`src/hw/hbfc_pkg.sv`:
```
package hbfc_pkg;

  // ********
  // Timing
  // ********
  localparam int unsigned CLK_PERIOD_NS     = 25;
  localparam int unsigned PWM_STALL_TIME_NS = 100_000;
  // A least time, so round up to whole cycles
  localparam int unsigned PWM_STALL_CYCLES  = (PWM_STALL_TIME_NS + CLK_PERIOD_NS - 1) / CLK_PERIOD_NS;
  localparam int unsigned STALL_CNT_W       = 12;

  // ********
  // Temperature thresholds, degrees C as sensor code
  // ********
  localparam logic [7:0] TEMP_SHUTDOWN_C = 8'h96;  // 150
  localparam logic [7:0] TEMP_WARN_C     = 8'h7D;  // 125

  // ********
  // Register map
  // ********
  localparam int unsigned  ADDR_W      = 8;
  localparam logic [7:0]   OFS_CTRL    = 8'h00;
  localparam logic [7:0]   OFS_STATE   = 8'h04;
  localparam logic [7:0]   OFS_IRQ_ST  = 8'h08;
  localparam logic [7:0]   OFS_IRQ_MSK = 8'h0C;
  localparam logic [7:0]   OFS_LINES   = 8'h10;

  localparam int unsigned  CTRL_MUTE_BIT = 0;
  localparam logic         CTRL_MUTE_RST = 1'b0;

  // Event bits, shared by status and mask
  localparam int unsigned  EV_SHORT     = 0;
  localparam int unsigned  EV_ILLEGAL   = 1;
  localparam int unsigned  EV_OVERTEMP  = 2;
  localparam int unsigned  EV_UNDERVOLT = 3;
  localparam int unsigned  EV_WARN      = 4;
  localparam int unsigned  EV_W         = 5;
  localparam logic [4:0]   IRQ_ST_RST   = 5'h00;
  localparam logic [4:0]   IRQ_MSK_RST  = 5'h00;

  // State register fields
  localparam int unsigned  ST_CODE_LSB  = 0;  // 3 bits: shutdown, bit1, bit0
  localparam int unsigned  ST_MODE_LSB  = 4;  // 2 bits
  localparam int unsigned  ST_EV_LSB    = 8;  // 5 live condition bits
  localparam int unsigned  ST_PD_N_BIT  = 16;
  localparam int unsigned  ST_RST_N_BIT = 17;

  // ********
  // Types
  // ********
  typedef enum logic [2:0] {
    FC_ILLEGAL   = 3'b000,
    FC_SHORT     = 3'b001,
    FC_OVERTEMP  = 3'b010,
    FC_UNDERVOLT = 3'b011,
    FC_WARN      = 3'b110,
    FC_NORMAL    = 3'b111
  } hbfc_code_type;

  typedef enum logic [1:0] {
    MODE_POWERDOWN = 2'b00,
    MODE_LATCHED   = 2'b01,
    MODE_HOLD_LOW  = 2'b10,
    MODE_RUN       = 2'b11
  } hbfc_mode_type;

endpackage : hbfc_pkg

```
`src/hw/hbfc_fault_if.sv`:
```
`timescale 1ns/1ps
`default_nettype none

interface hbfc_fault_if;
  logic illegal;
  logic stalled;
  logic short_latched;
  logic overtemp;
  logic undervolt;
  logic warn;

  modport pwm_mp   (output illegal, output stalled);
  modport sense_mp (output short_latched, output overtemp, output undervolt, output warn);
  modport top_mp   (input illegal, input stalled, input short_latched, input overtemp,
                    input undervolt, input warn);
endinterface : hbfc_fault_if

`default_nettype wire

```
`src/hw/hbfc_pwm_monitor.sv`:
```
`timescale 1ns/1ps
`default_nettype none

module hbfc_pwm_monitor
  import hbfc_pkg::*;
(
  input  wire logic       mclk_i,   // System clock
  input  wire logic       nrst_i,   // Sync reset, active low
  input  wire logic       ignore_i, // Device reset or power-down
  input  wire logic [3:0] pwm_i,    // Synced {a_pos, a_neg, b_pos, b_neg}
  hbfc_fault_if.pwm_mp    flt       // Illegal and stalled flags
);

  logic [3:0]             pwm_last_q;
  logic [STALL_CNT_W-1:0] idle_cnt_q;
  logic                   illegal_q;
  logic                   stalled_q;

  assign flt.illegal = illegal_q;
  assign flt.stalled = stalled_q;

  always_ff @(posedge mclk_i) begin
    pwm_last_q <= pwm_i;
  end

  // ********
  // Activity detector
  // ********
  always_ff @(posedge mclk_i) begin
    if (!nrst_i || ignore_i) begin
      idle_cnt_q <= '0;
      stalled_q  <= 1'b0;
    end else if (pwm_i != pwm_last_q) begin
      idle_cnt_q <= '0;
      stalled_q  <= 1'b0;
    end else if (idle_cnt_q == STALL_CNT_W'(PWM_STALL_CYCLES - 1)) begin
      stalled_q  <= 1'b1;
    end else begin
      idle_cnt_q <= idle_cnt_q + STALL_CNT_W'(1);
    end
  end

  // ********
  // Pair legality: 00 and 11 on either half-bridge
  // ********
  always_ff @(posedge mclk_i) begin
    if (!nrst_i || ignore_i) begin
      illegal_q <= 1'b0;
    end else begin
      illegal_q <= (pwm_i[3] == pwm_i[2]) || (pwm_i[1] == pwm_i[0]);
    end
  end

endmodule : hbfc_pwm_monitor

`default_nettype wire

```
`src/hw/hbfc_fault_sense.sv`:
```
`timescale 1ns/1ps
`default_nettype none

module hbfc_fault_sense
  import hbfc_pkg::*;
(
  input  wire logic       mclk_i,     // System clock
  input  wire logic       nrst_i,     // Sync reset, active low
  input  wire logic       dev_rst_n_i,// Synced device reset pin
  input  wire logic       pd_n_i,     // Synced power-down pin
  input  wire logic       overcur_i,  // Synced over-current detect
  input  wire logic [7:0] temp_i,     // Synced junction temperature
  input  wire logic       reg_a_ok_i, // Synced regulator A adequate
  input  wire logic       reg_b_ok_i, // Synced regulator B adequate
  hbfc_fault_if.sense_mp  flt         // Sensed fault flags
);

  logic short_q;
  logic overtemp_q;
  logic undervolt_q;
  logic warn_q;

  assign flt.short_latched = short_q;
  assign flt.overtemp      = overtemp_q;
  assign flt.undervolt     = undervolt_q;
  assign flt.warn          = warn_q;

  // Reset pin clears the latch; while it is held no current flows, so clear wins
  always_ff @(posedge mclk_i) begin
    if (!nrst_i || !dev_rst_n_i) begin
      short_q <= 1'b0;
    end else if (pd_n_i && overcur_i) begin
      short_q <= 1'b1;
    end
  end

  // Hysteresis: set above shutdown level, clear only back at warning level
  always_ff @(posedge mclk_i) begin
    if (!nrst_i) begin
      overtemp_q <= 1'b0;
    end else if (temp_i > TEMP_SHUTDOWN_C) begin
      overtemp_q <= 1'b1;
    end else if (temp_i <= TEMP_WARN_C) begin
      overtemp_q <= 1'b0;
    end
  end

  always_ff @(posedge mclk_i) begin
    if (!nrst_i) begin
      warn_q <= 1'b0;
    end else begin
      warn_q <= temp_i > TEMP_WARN_C;
    end
  end

  always_ff @(posedge mclk_i) begin
    if (!nrst_i) begin
      undervolt_q <= 1'b0;
    end else begin
      undervolt_q <= !reg_a_ok_i || !reg_b_ok_i;
    end
  end

endmodule : hbfc_fault_sense

`default_nettype wire

```
`src/hw/hbfc_top.sv`:
```
// The plain strobed port and the register offsets were chosen for this implementation.
`timescale 1ns/1ps
`default_nettype none

module hbfc_top
  import hbfc_pkg::*;
(
  input  wire logic              mclk_i,               // 40 MHz clock
  input  wire logic              nrst_i,               // Sync reset, active low
  input  wire logic              power_down_n_i,       // Power-down pin, active low
  input  wire logic              dev_reset_n_i,        // Device reset pin, active low
  input  wire logic              pwm_a_pos_i,          // PWM A(+)
  input  wire logic              pwm_a_neg_i,          // PWM A(-)
  input  wire logic              pwm_b_pos_i,          // PWM B(+)
  input  wire logic              pwm_b_neg_i,          // PWM B(-)
  input  wire logic              overcur_i,            // Over-current sense
  input  wire logic [7:0]        temp_i,               // Junction temperature, degC
  input  wire logic              regulator_out_a_ok_i, // Regulator A adequate
  input  wire logic              regulator_out_b_ok_i, // Regulator B adequate
  output logic                   bridge_out_a_o,       // Bridge A level
  output logic                   bridge_out_a_oe_n_o,  // Bridge A enable, low drives
  output logic                   bridge_out_b_o,       // Bridge B level
  output logic                   bridge_out_b_oe_n_o,  // Bridge B enable, low drives
  input  wire logic              shutdown_n_i,         // Shutdown line readback
  output logic                   shutdown_n_o,         // Shutdown line level (0)
  output logic                   shutdown_n_oe_n_o,    // Low pulls line low
  input  wire logic              fault_code_bit1_i,    // Code bit1 readback
  output logic                   fault_code_bit1_o,    // Code bit1 level (0)
  output logic                   fault_code_bit1_oe_n_o, // Low pulls line low
  input  wire logic              fault_code_bit0_i,    // Code bit0 readback
  output logic                   fault_code_bit0_o,    // Code bit0 level (0)
  output logic                   fault_code_bit0_oe_n_o, // Low pulls line low
  input  wire logic [ADDR_W-1:0] reg_addr_i,           // Register byte address
  input  wire logic [31:0]       reg_wdata_i,          // Write data
  input  wire logic              reg_wr_i,             // Write strobe
  input  wire logic              reg_rd_i,             // Read strobe
  output logic [31:0]            reg_rdata_o,          // Read data, cycle after strobe
  output logic                   irq_o                 // Level interrupt
);

  // ********
  // Pin synchronisers
  // ********
  localparam int unsigned SYNC_W = 20;

  logic [SYNC_W-1:0] meta_q;
  logic [SYNC_W-1:0] sync_q;
  logic              pd_n;
  logic              dev_rst_n;
  logic [3:0]        pwm;
  logic              overcur;
  logic              reg_a_ok;
  logic              reg_b_ok;
  logic [2:0]        lines;
  logic [7:0]        temp;

  // Temperature is a slow word; the sensor must hold it stable across a sample
  always_ff @(posedge mclk_i) begin
    meta_q <= {power_down_n_i, dev_reset_n_i, pwm_a_pos_i, pwm_a_neg_i, pwm_b_pos_i,
               pwm_b_neg_i, overcur_i, regulator_out_a_ok_i, regulator_out_b_ok_i,
               shutdown_n_i, fault_code_bit1_i, fault_code_bit0_i, temp_i};
    sync_q <= meta_q;
  end

  assign {pd_n, dev_rst_n, pwm, overcur, reg_a_ok, reg_b_ok, lines, temp} = sync_q;

  // ********
  // Fault detectors
  // ********
  hbfc_fault_if flt ();

  hbfc_pwm_monitor u_pwm_monitor (
    .mclk_i   (mclk_i),
    .nrst_i   (nrst_i),
    .ignore_i (!dev_rst_n || !pd_n),
    .pwm_i    (pwm),
    .flt      (flt.pwm_mp)
  );

  hbfc_fault_sense u_fault_sense (
    .mclk_i      (mclk_i),
    .nrst_i      (nrst_i),
    .dev_rst_n_i (dev_rst_n),
    .pd_n_i      (pd_n),
    .overcur_i   (overcur),
    .temp_i      (temp),
    .reg_a_ok_i  (reg_a_ok),
    .reg_b_ok_i  (reg_b_ok),
    .flt         (flt.sense_mp)
  );

  // ********
  // Mode and fault code
  // ********
  logic          mute_q;
  logic          illegal_any;
  hbfc_mode_type mode;
  hbfc_code_type code;

  assign illegal_any = flt.illegal || flt.stalled;

  function automatic hbfc_code_type fault_code(input logic pd_n_f, input logic short_f,
                                               input logic uv_f, input logic ot_f,
                                               input logic ill_f, input logic warn_f);
    if (!pd_n_f) begin
      fault_code = FC_NORMAL;
    end else if (short_f) begin
      fault_code = FC_SHORT;
    end else if (uv_f) begin
      fault_code = FC_UNDERVOLT;
    end else if (ot_f) begin
      fault_code = FC_OVERTEMP;
    end else if (ill_f) begin
      fault_code = FC_ILLEGAL;
    end else if (warn_f) begin
      fault_code = FC_WARN;
    end else begin
      fault_code = FC_NORMAL;
    end
  endfunction : fault_code

  always_comb begin
    code = fault_code(pd_n, flt.short_latched, flt.undervolt, flt.overtemp, illegal_any,
                      flt.warn);
    if (!pd_n) begin
      mode = MODE_POWERDOWN;
    end else if (flt.short_latched) begin
      mode = MODE_LATCHED;
    end else if (!dev_rst_n || mute_q) begin
      mode = MODE_HOLD_LOW;
    end else if (illegal_any || flt.overtemp || flt.undervolt) begin
      mode = MODE_HOLD_LOW;
    end else begin
      mode = MODE_RUN;
    end
  end

  // ********
  // Bridge drivers
  // ********
  logic a_q;
  logic a_oe_n_q;
  logic b_q;
  logic b_oe_n_q;

  always_ff @(posedge mclk_i) begin
    if (!nrst_i) begin
      a_q      <= 1'b0;
      b_q      <= 1'b0;
      a_oe_n_q <= 1'b1;
      b_oe_n_q <= 1'b1;
    end else begin
      case (mode)
        MODE_POWERDOWN, MODE_LATCHED: begin
          a_q      <= 1'b0;
          b_q      <= 1'b0;
          a_oe_n_q <= 1'b1;
          b_oe_n_q <= 1'b1;
        end
        MODE_RUN: begin
          a_q      <= pwm[3];
          b_q      <= pwm[1];
          a_oe_n_q <= 1'b0;
          b_oe_n_q <= 1'b0;
        end
        default: begin
          a_q      <= 1'b0;
          b_q      <= 1'b0;
          a_oe_n_q <= 1'b0;
          b_oe_n_q <= 1'b0;
        end
      endcase
    end
  end

  assign bridge_out_a_o      = a_q;
  assign bridge_out_a_oe_n_o = a_oe_n_q;
  assign bridge_out_b_o      = b_q;
  assign bridge_out_b_oe_n_o = b_oe_n_q;

  // ********
  // Open-drain fault lines
  // ********
  // Level is always zero; a one bit is expressed only by releasing the line
  logic [2:0] od_level_q;
  logic [2:0] od_oe_n_q;

  always_ff @(posedge mclk_i) begin
    if (!nrst_i) begin
      od_level_q <= 3'h0;
      od_oe_n_q  <= 3'h7;
    end else begin
      od_level_q <= 3'h0;
      od_oe_n_q  <= code;
    end
  end

  assign shutdown_n_o           = od_level_q[2];
  assign fault_code_bit1_o      = od_level_q[1];
  assign fault_code_bit0_o      = od_level_q[0];
  assign shutdown_n_oe_n_o      = od_oe_n_q[2];
  assign fault_code_bit1_oe_n_o = od_oe_n_q[1];
  assign fault_code_bit0_oe_n_o = od_oe_n_q[0];

  // ********
  // Interrupt events
  // ********
  logic [EV_W-1:0] cond;
  logic [EV_W-1:0] cond_q;
  logic [EV_W-1:0] irq_st_q;
  logic [EV_W-1:0] irq_msk_q;
  logic            irq_q;
  logic            wr_irq_st;

  assign cond = {flt.warn, flt.undervolt, flt.overtemp, illegal_any, flt.short_latched};
  assign wr_irq_st = reg_wr_i && (reg_addr_i == OFS_IRQ_ST);

  always_ff @(posedge mclk_i) begin
    if (!nrst_i) begin
      cond_q <= '0;
    end else begin
      cond_q <= cond;
    end
  end

  // Onset sets the bit; a set in the clearing cycle wins
  always_ff @(posedge mclk_i) begin
    if (!nrst_i) begin
      irq_st_q <= IRQ_ST_RST;
    end else begin
      irq_st_q <= (irq_st_q & ~(wr_irq_st ? reg_wdata_i[EV_W-1:0] : '0)) | (cond & ~cond_q);
    end
  end

  always_ff @(posedge mclk_i) begin
    if (!nrst_i) begin
      irq_q <= 1'b0;
    end else begin
      irq_q <= |(irq_st_q & irq_msk_q);
    end
  end

  assign irq_o = irq_q;

  // ********
  // Register port
  // ********
  always_ff @(posedge mclk_i) begin
    if (!nrst_i) begin
      mute_q    <= CTRL_MUTE_RST;
      irq_msk_q <= IRQ_MSK_RST;
    end else if (reg_wr_i) begin
      if (reg_addr_i == OFS_CTRL) begin
        mute_q <= reg_wdata_i[CTRL_MUTE_BIT];
      end
      if (reg_addr_i == OFS_IRQ_MSK) begin
        irq_msk_q <= reg_wdata_i[EV_W-1:0];
      end
    end
  end

  logic [31:0] rdata_d;
  logic [31:0] rdata_q;

  always_comb begin
    rdata_d = 32'h0000_0000;
    case (reg_addr_i)
      OFS_CTRL:    rdata_d[CTRL_MUTE_BIT] = mute_q;
      OFS_STATE: begin
        rdata_d[ST_CODE_LSB +: 3]    = code;
        rdata_d[ST_MODE_LSB +: 2]    = mode;
        rdata_d[ST_EV_LSB +: EV_W]   = cond;
        rdata_d[ST_PD_N_BIT]         = pd_n;
        rdata_d[ST_RST_N_BIT]        = dev_rst_n;
      end
      OFS_IRQ_ST:  rdata_d[EV_W-1:0] = irq_st_q;
      OFS_IRQ_MSK: rdata_d[EV_W-1:0] = irq_msk_q;
      OFS_LINES:   rdata_d[2:0]      = lines;
      default:     rdata_d           = 32'h0000_0000;
    endcase
  end

  // Data stand only in the cycle after the read strobe
  always_ff @(posedge mclk_i) begin
    if (!nrst_i) begin
      rdata_q <= 32'h0000_0000;
    end else begin
      rdata_q <= reg_rd_i ? rdata_d : 32'h0000_0000;
    end
  end

  assign reg_rdata_o = rdata_q;

endmodule : hbfc_top

`default_nettype wire

```
`config.mk`:
```
export PLATFORM = sky130hd
export DESIGN_NAME = hbfc_top
export DESIGN_NICKNAME = d
export VERILOG_FILES = /design/src/hw/hbfc_pkg.sv /design/src/hw/hbfc_fault_if.sv /design/src/hw/hbfc_pwm_monitor.sv /design/src/hw/hbfc_fault_sense.sv /design/src/hw/hbfc_top.sv
export SDC_FILE = /design/constraint.sdc
export NUM_CORES = 1
export LEC_CHECK = 0
export ABC_AREA = 1
export BUFFER_PORTS_ARGS = -buffer_cell sky130_fd_sc_hd__clkbuf_2
export CAP_MARGIN = 5
export CORE_AREA = 2 2 93 95
export DETAILED_ROUTE_END_ITERATION = 16
export DIE_AREA = 0 0 95 97
export PLACE_DENSITY = 0.77
export SYNTH_ARGS = -nofsm -noshare
export SYNTH_HDL_FRONTEND = slang
export SYNTH_SLANG_ARGS = --single-unit
```
`constraint.sdc`:
```
create_clock -name mclk_i -period 1.49 [get_ports mclk_i]
set_clock_uncertainty 0.05 [all_clocks]
set_input_delay 0.3725 -clock mclk_i [delete_from_list [all_inputs] [get_ports mclk_i]]
set_output_delay 0.3725 -clock mclk_i [all_outputs]
set_load 0.01 [all_outputs]
```
=== After elaboration in Yosys (flattened, before gate mapping) ===
Cells that the tools add are included.

* Add/sub/neg operators: 1
* Multipliers: 0
* Divide/modulo/power cells: 0
* Magnitude comparators: 3
* Equal/unequal tests: 10
* Shift operators: 0
* Mux-type cells: 18
* Bitwise gates (word level): 6
* Reductions and logical operators: 27

{| class="wikitable"
|+ Operator list
! cell !! number
|-
| $eq 8x4->1 const B || 2
|-
| $and 5x5->5 || 3
|-
| $mux 3 || 5
|-
| $add 12x1->12 const B || 1
|-
| $eq 12x12->1 const B || 1
|-
| $not 5->5 || 2
|-
| $logic_or 1x1->1 || 9
|-
| $eq 8x3->1 const B || 1
|-
| $eq 8x5->1 const B || 1
|-
| $gt 8x7->1 const B || 1
|-
| $gt 8x8->1 const B || 1
|-
| $le 8x7->1 const B || 1
|-
| $logic_not 8->1 || 1
|-
| $pmux 2 s4 || 1
|-
| $reduce_and 2->1 || 4
|-
| $mux 1 || 6
|-
| $logic_not 1->1 || 5
|-
| $mux 5 || 1
|-
| $or 5x5->5 || 1
|-
| $pmux 1 s5 || 1
|-
| $reduce_or 5->1 || 1
|-
| $mux 2 || 2
|-
| $ne 4x4->1 || 1
|-
| $reduce_or 2->1 || 2
|-
| other kinds (9) || 11
|}

* Flip-flop bits (word level): 117
* Latch bits: 0
* Memory bits (writable): 0
* ROM bits: 0
* Input bits: 64
* Memories kept: 0

=== Depth between registers and ports, before layout ===
Gate-level depths: netlist (run 1).

* Depth in word-level cells: 10
* Mapped depth: 9

=== By module ===
Synthesis (run 1) repeated with hierarchy kept, for this count alone.

* Cells, all modules: 444
* Area, all modules: 3654.8 um^2

{| class="wikitable"
|+ By module, submodules not included
! module !! instances !! cells an instance !! area an instance (um^2) !! sequential area each (um^2)
|-
| hbfc_top || 1 || 280 || 2542.4 || 1521.5
|-
| hbfc_pwm_monitor || 1 || 138 || 938.4 || 360.3
|-
| hbfc_fault_sense || 1 || 26 || 173.9 || 80.1
|}

=== Least setup slack after synthesis (run 1) ===
No wires, ideal clock.

* Kind: flip-flop to flip-flop
* Start: register u_pwm_monitor.idle_cnt_q[0]
* End: register u_pwm_monitor.idle_cnt_q[8]
* Setup time: 0.071 ns
* Data arrival time: 1.138 ns
* Required time: 1.369 ns
* Setup slack: 0.230 ns
* Cell stages (with the launch flop): 7
* Buffers on the path: 0
* Clock period less this slack: 1.260 ns
* Path through: dfxtp_1 -> ha_1 -> nand2_1 -> nor2_1 -> nand3_1 -> or2_1 -> a21oi_1

* Longest elaborated chain between the ends: 1

{| class="wikitable"
|+ RTL lines
! what !! line !! source
|-
| start, declared || hbfc_pwm_monitor.sv:15 || <nowiki>logic [STALL_CNT_W-1:0] idle_cnt_q;</nowiki>
|-
| start signal, assigned || hbfc_pwm_monitor.sv:39 || <nowiki>idle_cnt_q <= idle_cnt_q + STALL_CNT_W'(1);</nowiki>
|-
| $add 12x1->12 or $eq 12x12->1 (tied branches) || hbfc_pwm_monitor.sv:39, hbfc_pwm_monitor.sv:36 ||
|}

Parallel ways exist; a longest one is shown, timed or not.
A chain may end at the register's enable or synchronous reset.

=== Final worst setup path (run 1) ===
* Start: register u_pwm_monitor.idle_cnt_q[0]
* End: register u_pwm_monitor.idle_cnt_q[10]

Same word-level chain as after synthesis.

==> results of run 1 <==
-- cells in the final DEF, fill, tap and decap left out, drive strengths merged --
cell       n
a21oi     18
a31oi      1
buf        4
clkbuf    67
clkinv     2
clkinvlp   1
conb      22
dfxtp     98
ha         1
inv       51
nand2     91
nand3     41
nand3b     1
nand4      1
nor2      62
nor3      12
o21ai      6
o21bai     1
or2        7
xnor2      2
xor2       2
-- worst paths after layout --
| path | slack [ns] | endpoint | cells after the start |
|---|---|---|---|
| worst min register to register | 0.28 | sync_q[18]$_DFF_P_ | 0 |
| worst min-delay path | 0.05 | meta_q[14]$_DFF_P_ | 1 |
| worst max-delay path | 0.11 | u_pwm_monitor.idle_cnt_q[10]$_SDFFE_PP0P_ | 7 |
| worst max register to register | 0.11 | u_pwm_monitor.idle_cnt_q[10]$_SDFFE_PP0P_ | 7 |
-- power by group through the flow --
stage,clock [uW],sequential [uW],combinational (uW)
2_1_floorplan,0,2800,191
3_3_place_gp,0,2810,230
3_5_place_dp,0,2810,236
4_1_cts,1670,2750,237
5_1_grt,1820,2760,274
6_report,1630,2750,238
-- metrics by stage --
step / area [um2] / instances / util [%]
after global placement: 3832 / 580 / 47.12
after floorplan: 3592 / 443 / -
final: 4050 / 596 / 49.79
after global routing: 4050 / 596 / 49.79
after CTS: 4029 / 596 / 49.53
after detailed placement: 3832 / 580 / 47.12
-- synth_stat cells, drive strengths merged --
library cell   n  area, um2
xnor2          2      17.52
a31oi          1      6.260
nand3         41      222.7
nand4          1      6.260
or2            7      43.80
o21bai         1      7.510
dfxtp         98       1962
nor2          62      270.3
xor2           2      17.52
clkbuf         1      3.750
nor3          12      81.33
nand3b         1      7.510
nand2         91      344.1
buf           28      202.7
ha             1      12.51
a21oi         18      93.84
o21ai          6      30.03
inv           48      180.2
conb           1      3.750
-- worst max-delay path: cells and delay by family, from the launching register on --
kind | cells | cell delay, ns
fa+ha+maj | 1 | 0.19
flops | 1 | 0.37
compound gates | 1 | 0.15
simple gates | 5 | 0.56
-- what timing repair did --
action                                  4_1_cts  5_1_grt
gates resized for setup                       0        9
hold buffers                                  0        0
endpoints found under the setup margin        0        5
-- layout make-up --
class	count	share of cell area (%)
timing repair buffer	61	7.785
clock inverter	6	1.452
clock buffer	10	3.398
sequential	98	48.50
inverter	48	4.449
tap	105	3.244
multi-input combinational	268	31.17
-- per-layer routing --
layer / wire [um] / vias up / GRT usage, %
met4: 116 / 0 / 6.132
li1: - / 1388 / -
met5: 0 / - / 0
met1: 2956 / 1186 / 19.70
met3: 426 / 14 / 4.206
met2: 2891 / 98 / 22.59
-- kinds of logic after synthesis --
| kind of cell | share of synthesized area [%] |
|---|---|
| AO/OA/AOI/OAI | 3.918 |
| XOR/XNOR | 0.9973 |
| adder cells (fa/ha/maj) | 0.3561 |
| buffers and inverters | 11.00 |
| flip-flops | 55.84 |
| other | 0.1067 |
| AND/OR/NAND/NOR | 27.78 |
-- state kept, by name, summed over array words and instances, names as in the netlist --
| name | count |
|---|---|
| irq_msk_q | 5 |
| u_pwm_monitor.flt.illegal | 1 |
| u_pwm_monitor.idle_cnt_q | 12 |
| u_fault_sense.flt.undervolt | 1 |
| mute_q | 1 |
| u_fault_sense.flt.overtemp | 1 |
| od_oe_n_q | 3 |
| sync_q | 20 |
| u_fault_sense.flt.short_latched | 1 |
| reg_rdata_o | 13 |
| u_fault_sense.flt.warn | 1 |
| cond_q | 5 |
| u_pwm_monitor.flt.stalled | 1 |
| irq_st_q | 5 |
| bridge_out_b_o | 1 |
| irq_o | 1 |
| bridge_out_b_oe_n_o | 1 |
| u_pwm_monitor.pwm_last_q | 4 |
| meta_q | 20 |
| bridge_out_a_o | 1 |
==> results.ini, run 1 <==
[floorplan]
die_width_um=95
die_area_um2=9215
coreArea_um2=8134
die_height_um=97
core.rowCount=33
ios=107
start_util_pct=43.19

[global_route]
grt_max_degree=22
grt_pass1_wl_mm=10.72
gr-total-overflow=0
antenna_found_initial=0
grt_usage_pct=14.85
grt_pass1_vias=2474

[final_layout]
antenna_cells=0
seq_area_um2=1964
drive_gt1_share_pct=22.00
area_delta_synth_final_pct=15.28
fillers=753
nNetsFinal=551
multiInputGateArea_um2=1262

[clock_tree]
cts_tree=done
cts_buffer_depth=2
cts_buffers=9
cts_max_level=3
clk_latency_ns=0.36
cts.sinks=98
clkTransAtPathRegs_ns=0.10
cts_root_buf=clkbuf_8
cts_setup_buffers=0

[critical_path]
cpMaxStageDelayCell=dfxtp_2
path_cells=ha_2 > nand2_2 > nor2_2 > nand3_2 > nor2_2 > nand2_1 > a21oi_2
critPathMaxFanout=4
crit_type=reg2reg
reg2reg_from=u_pwm_monitor.idle_cnt_q[0]$_SDFFE_PP0P_
path_common_cell=nor2_2
cp.arrival_ns=1.62
crit_start=u_pwm_monitor.idle_cnt_q[0]$_SDFFE_PP0P_
slowest_delay_ns=0.37
end_kind=flip-flop
required_ns=1.73
cp-start-kind=flip-flop

[job]
cap_violations=0

[sta]
whs_ns=0.05219
finalWorstSetupSlack_ns=0.1102
slew_viol_final=0
fmax_mhz=724.8
grt_setup_unrepaired=false
tns_ns=0
period_needed_ns=1.380
finalHoldViolations=0
setup_violations=0
fin_crit_sh_pct=92.60

[min_path]
hold_path_startpoint=pwm_b_neg_i
hold_class=in2reg

[drt]
routed_via_density=4.507
antenna_left=0
drc_errors=0
drtPass1Iterations=5
routed-via-count=2686
wl_per_cell_um=10.72
drtIter0Drc=134
wirelength_mm=6.392

[place]
routabilityCongestion=0.8207
dp_hpwl_mm=4.838
dp_slack_ns=0.05063
io_buffers=57

[yosys]
synth-seq-cells=98
ys_seq_area_share_pct=55.84
yosysWarnings=0
netlist_area_um2=3513
synth_cell_types=32
syn_avg_cell_area_um2=8.326
syn_inst=422

[run_status]
outcome=completed

[power_and_ir_drop]
vdd_drop_max_mv=0.7507
powerDensity_nw_per_um2=1142
pwr-share-seq_pct=59.5
p_int_uw=3484
power.share.clock_pct=35.3
power.total_uw=4624
leakage_uw=0.001899
power_switching_uw=1141
combinationalPowerShare_pct=5.2
switching_share_pct=24.66

Note: power is estimated with default switching activity, not from simulation.
==> run 2, diff against run 1 <==
--- a/config.mk
+++ b/config.mk
@@ -6,12 +6,13 @@
 export NUM_CORES = 1
 export LEC_CHECK = 0
 export ABC_AREA = 1
-export BUFFER_PORTS_ARGS = -buffer_cell sky130_fd_sc_hd__clkbuf_2
 export CAP_MARGIN = 5
-export CORE_AREA = 2 2 93 95
+export CORE_AREA = 2 2 95 97
 export DETAILED_ROUTE_END_ITERATION = 16
-export DIE_AREA = 0 0 95 97
-export PLACE_DENSITY = 0.77
+export DIE_AREA = 0 0 97 99
+export DONT_BUFFER_PORTS = 1
+export PLACE_DENSITY = 0.65
 export SYNTH_ARGS = -nofsm -noshare
 export SYNTH_HDL_FRONTEND = slang
+export SYNTH_HIERARCHICAL = 1
 export SYNTH_SLANG_ARGS = --single-unit
==> run 2 against run 1 <==
- synthesized cell count is 5.2% higher
- area after synthesis is 4.0% higher
- worst setup slack better by 0.028 ns
- non-clock buffer count is 38 lower
- total power is 1.1% higher
- highest routed layer unchanged
==> results.ini, run 2 <==
[run_status]
outcome=completed

[final_layout]
antenna_cells=0  ; unchanged
layout_commonest_cell=nand2_1
final_cell_mix=nand2_1 (100), dfxtp_1 (97), nor2_1 (60)
nNetsFinal=536  ; -2.7%
final_area_um2=4098  ; +1.2%
drive_gt1_share_pct=11.13  ; -11 points
area_delta_synth_final_pct=12.12
final_cells=584  ; -2.0%

[drt]
routed-via-count=2629  ; -2.1%
routed_via_density=4.502  ; -0.11%
drtPass1Iterations=4  ; -1
drc_errors=0  ; unchanged
wl_per_cell_um=10.85  ; +1.1%
wirelength_mm=6.334  ; -0.91%
antenna_left=0  ; unchanged
drtIter0Drc=110  ; -18%

[clock_tree]
cts.sinks=98  ; unchanged
cts_buffer_depth=2  ; unchanged
cts_root_buf=clkbuf_8
cts_buffers=9  ; unchanged
clkTransAtPathRegs_ns=0.10  ; about the same
clk_latency_ns=0.36  ; about the same
cts_max_level=3  ; unchanged
cts_tree=done

[min_path]
hold_class=in2reg

[yosys]
synth-seq-cells=98  ; unchanged
synth_cell_types=32  ; unchanged
synthTopCellsByCount=nand2_1 (100), dfxtp_1 (98), nor2_1 (60)
synth_ff_type=dfxtp_1
yosys-top-cells-area=dfxtp_1 (54%), nand2_1 (10%), nor2_1 (6.2%)
ys_seq_area_share_pct=53.68  ; -2.2 points
syn_avg_cell_area_um2=8.231  ; -1.1%
netlist_area_um2=3655  ; +4.0%
ys_async_sr_fraction_pct=0  ; unchanged
yosys.area.top_type=dfxtp_1
yosysMostFrequentCell=nand2_1
syn_inst=444  ; +5.2%
synth_top_area_share_pct=53.68  ; -2.2 points
synth_edf_count=0  ; unchanged
yosysWarnings=6  ; +6

[critical_path]
required_ns=1.69  ; -0.04 ns
slowest_delay_ns=0.36  ; about the same
crit_family=simple AND/OR/NAND/NOR gates
crit_type=reg2reg
cpMaxStageDelayCell=dfxtp_1
cp-start-kind=flip-flop
critPathMaxFanout=6  ; +2
cp.arrival_ns=1.55  ; -0.07 ns
end_kind=flip-flop
crit_buf_inv=0  ; unchanged
path_cells=ha_1 > nand2_2 > nor2_4 > nand4_2 > nand2_1 > nor2_1

[global_route]
grt_use_met3_pct=4.468  ; +0.26 points
grt_pass1_vias=2450  ; -0.97%
busiest_layer=met2
grt_max_degree=27  ; +23%
grt_usage_pct=13.74  ; -1.1 points
met1_usage_pct=16.48  ; -3.2 points
antenna_found_initial=0  ; unchanged
grt_pass1_wl_mm=10.81  ; +0.77%
grtUsageMet2_pct=23.13  ; +0.54 points
gr-total-overflow=0  ; unchanged

[floorplan]
coreArea_um2=8551  ; +5.1%
core.rowCount=34  ; +3.0%
die_width_um=97  ; +2.1%
ios=107  ; unchanged
die_height_um=99  ; +2.1%
die_area_um2=9603  ; +4.2%
start_util_pct=42.74  ; -0.45 points

[place]
dp.cells=547  ; -5.7%
dp_hpwl_mm=4.557  ; -5.8%
dp_slack_ns=0.1033  ; +0.05268 ns
placed_area_um2=3676  ; -4.1%
io_buffers=0  ; -100%
routabilityCongestion=0.8316  ; +1.3%

[sta]
period_needed_ns=1.352  ; -0.02777 ns
fin_crit_sh_pct=90.74  ; -1.9 points
finalHoldViolations=0  ; unchanged
grt_setup_unrepaired=true
fmax_mhz=739.6  ; +2.1%
slew_viol_final=0  ; unchanged
tns_ns=0  ; unchanged
finalWorstSetupSlack_ns=0.1380  ; +0.02777 ns
setup_violations=0  ; unchanged

[power_and_ir_drop]
power.total_uw=4674  ; +1.1%
vdd_drop_max_mv=1.060  ; +41%
leakage_uw=0.001859  ; -2.1%
powerDensity_nw_per_um2=1141  ; about the same

[job]
cap_violations=0  ; unchanged

-- run 2: changes by cell type in the layout (fill, tap and decap cells not counted), moves of 5 or more --
cell / delta
nand2_1: +11
nor3_1: -9
clkbuf_2: -57
or2_2: -5
inv_1: +14
nand2_2: +5
nor2_1: +7
nand3_1: -9
dlygate4sd3_1: +20
-- run 2: cell type report --
class / count / area (um2)
clock inverter: 7 / 88.84
sequential: 98 / 1963
clock buffer: 9 / 123.9
tap: 108 / 135.1
fill: 811 / 4453
timing repair buffer: 23 / 222.7
multi-input combinational: 278 / 1335
inverter: 61 / 229.0
-- run 2: cells by family (layout without fill, tap and decap cells) --
logic type / after synthesis / in the layout / synth area share [%]
and+or+nand+nor: 223 / 223 / 28.41
DFF: 98 / 98 / 53.68
buffers and inverters: 89 / 100 / 11.95
AOI/OAI and AO/OA: 26 / 26 / 4.074
xor gates and xnor gates: 6 / 6 / 1.438
adders and majority gates: 1 / 1 / 0.3423
other: 1 / 22 / 0.1026
-- run 2: worst register-to-register path: cells and delay by family (launching register included) --
| family | cells | cell delay (ns) |
|---|---|---|
| AND/OR/NAND/NOR | 5 | 0.65 |
| flip-flops | 1 | 0.36 |
| adder cells (fa/ha/maj) | 1 | 0.20 |
-- run 2: path summary, 6_finish.rpt --
kind / slack (ns) / cells after the start / to / start
worst max-delay path: 0.14 / 6 / u_pwm_monitor/idle_cnt_q[5]$_SDFFE_PP0P_ / u_pwm_monitor/idle_cnt_q[1]$_SDFFE_PP0P_
worst min-delay path: 0.05 / 1 / od_oe_n_q[0]$_SDFF_PN1_ / nrst_i
worst max register to register: 0.14 / 6 / u_pwm_monitor/idle_cnt_q[5]$_SDFFE_PP0P_ / u_pwm_monitor/idle_cnt_q[1]$_SDFFE_PP0P_
worst min register to register: 0.28 / 0 / sync_q[0]$_DFF_P_ / meta_q[0]$_DFF_P_
-- run 2: timing repair --
item / CTS / global route
endpoints found under the hold margin: 20 / 0
hold buffers: 20 / 0
endpoints found under the setup margin: 0 / 2
buffers inserted: 0 / 1
resized for setup: 0 / 1
-- run 2: through the flow --
stage                     hold WS, ns  util (%)
final                         0.05352     47.92
after global routing          0.03399     47.92
after CTS                     0.03694     47.82
after detailed placement       0.2621     42.99
after global placement         0.2618     42.99
after floorplan                0.2596         -
-- run 2: power breakdown --
part / internal (uW) / switching (uW) / leakage [uW] / total [uW]
clock network: 684 / 1030 / 0.000107 / 1710
registers: 2710 / 48.0 / 0.000810 / 2760
logic: 88.8 / 119 / 0.000942 / 208
total: 3480 / 1190 / 0.00186 / 4670
-- run 2: per-layer routing --
layer,share of wire [%],vias up
met4,1.0,0
met2,48,76
li1,-,1365
met3,6.4,11
met5,0,-
met1,44,1177
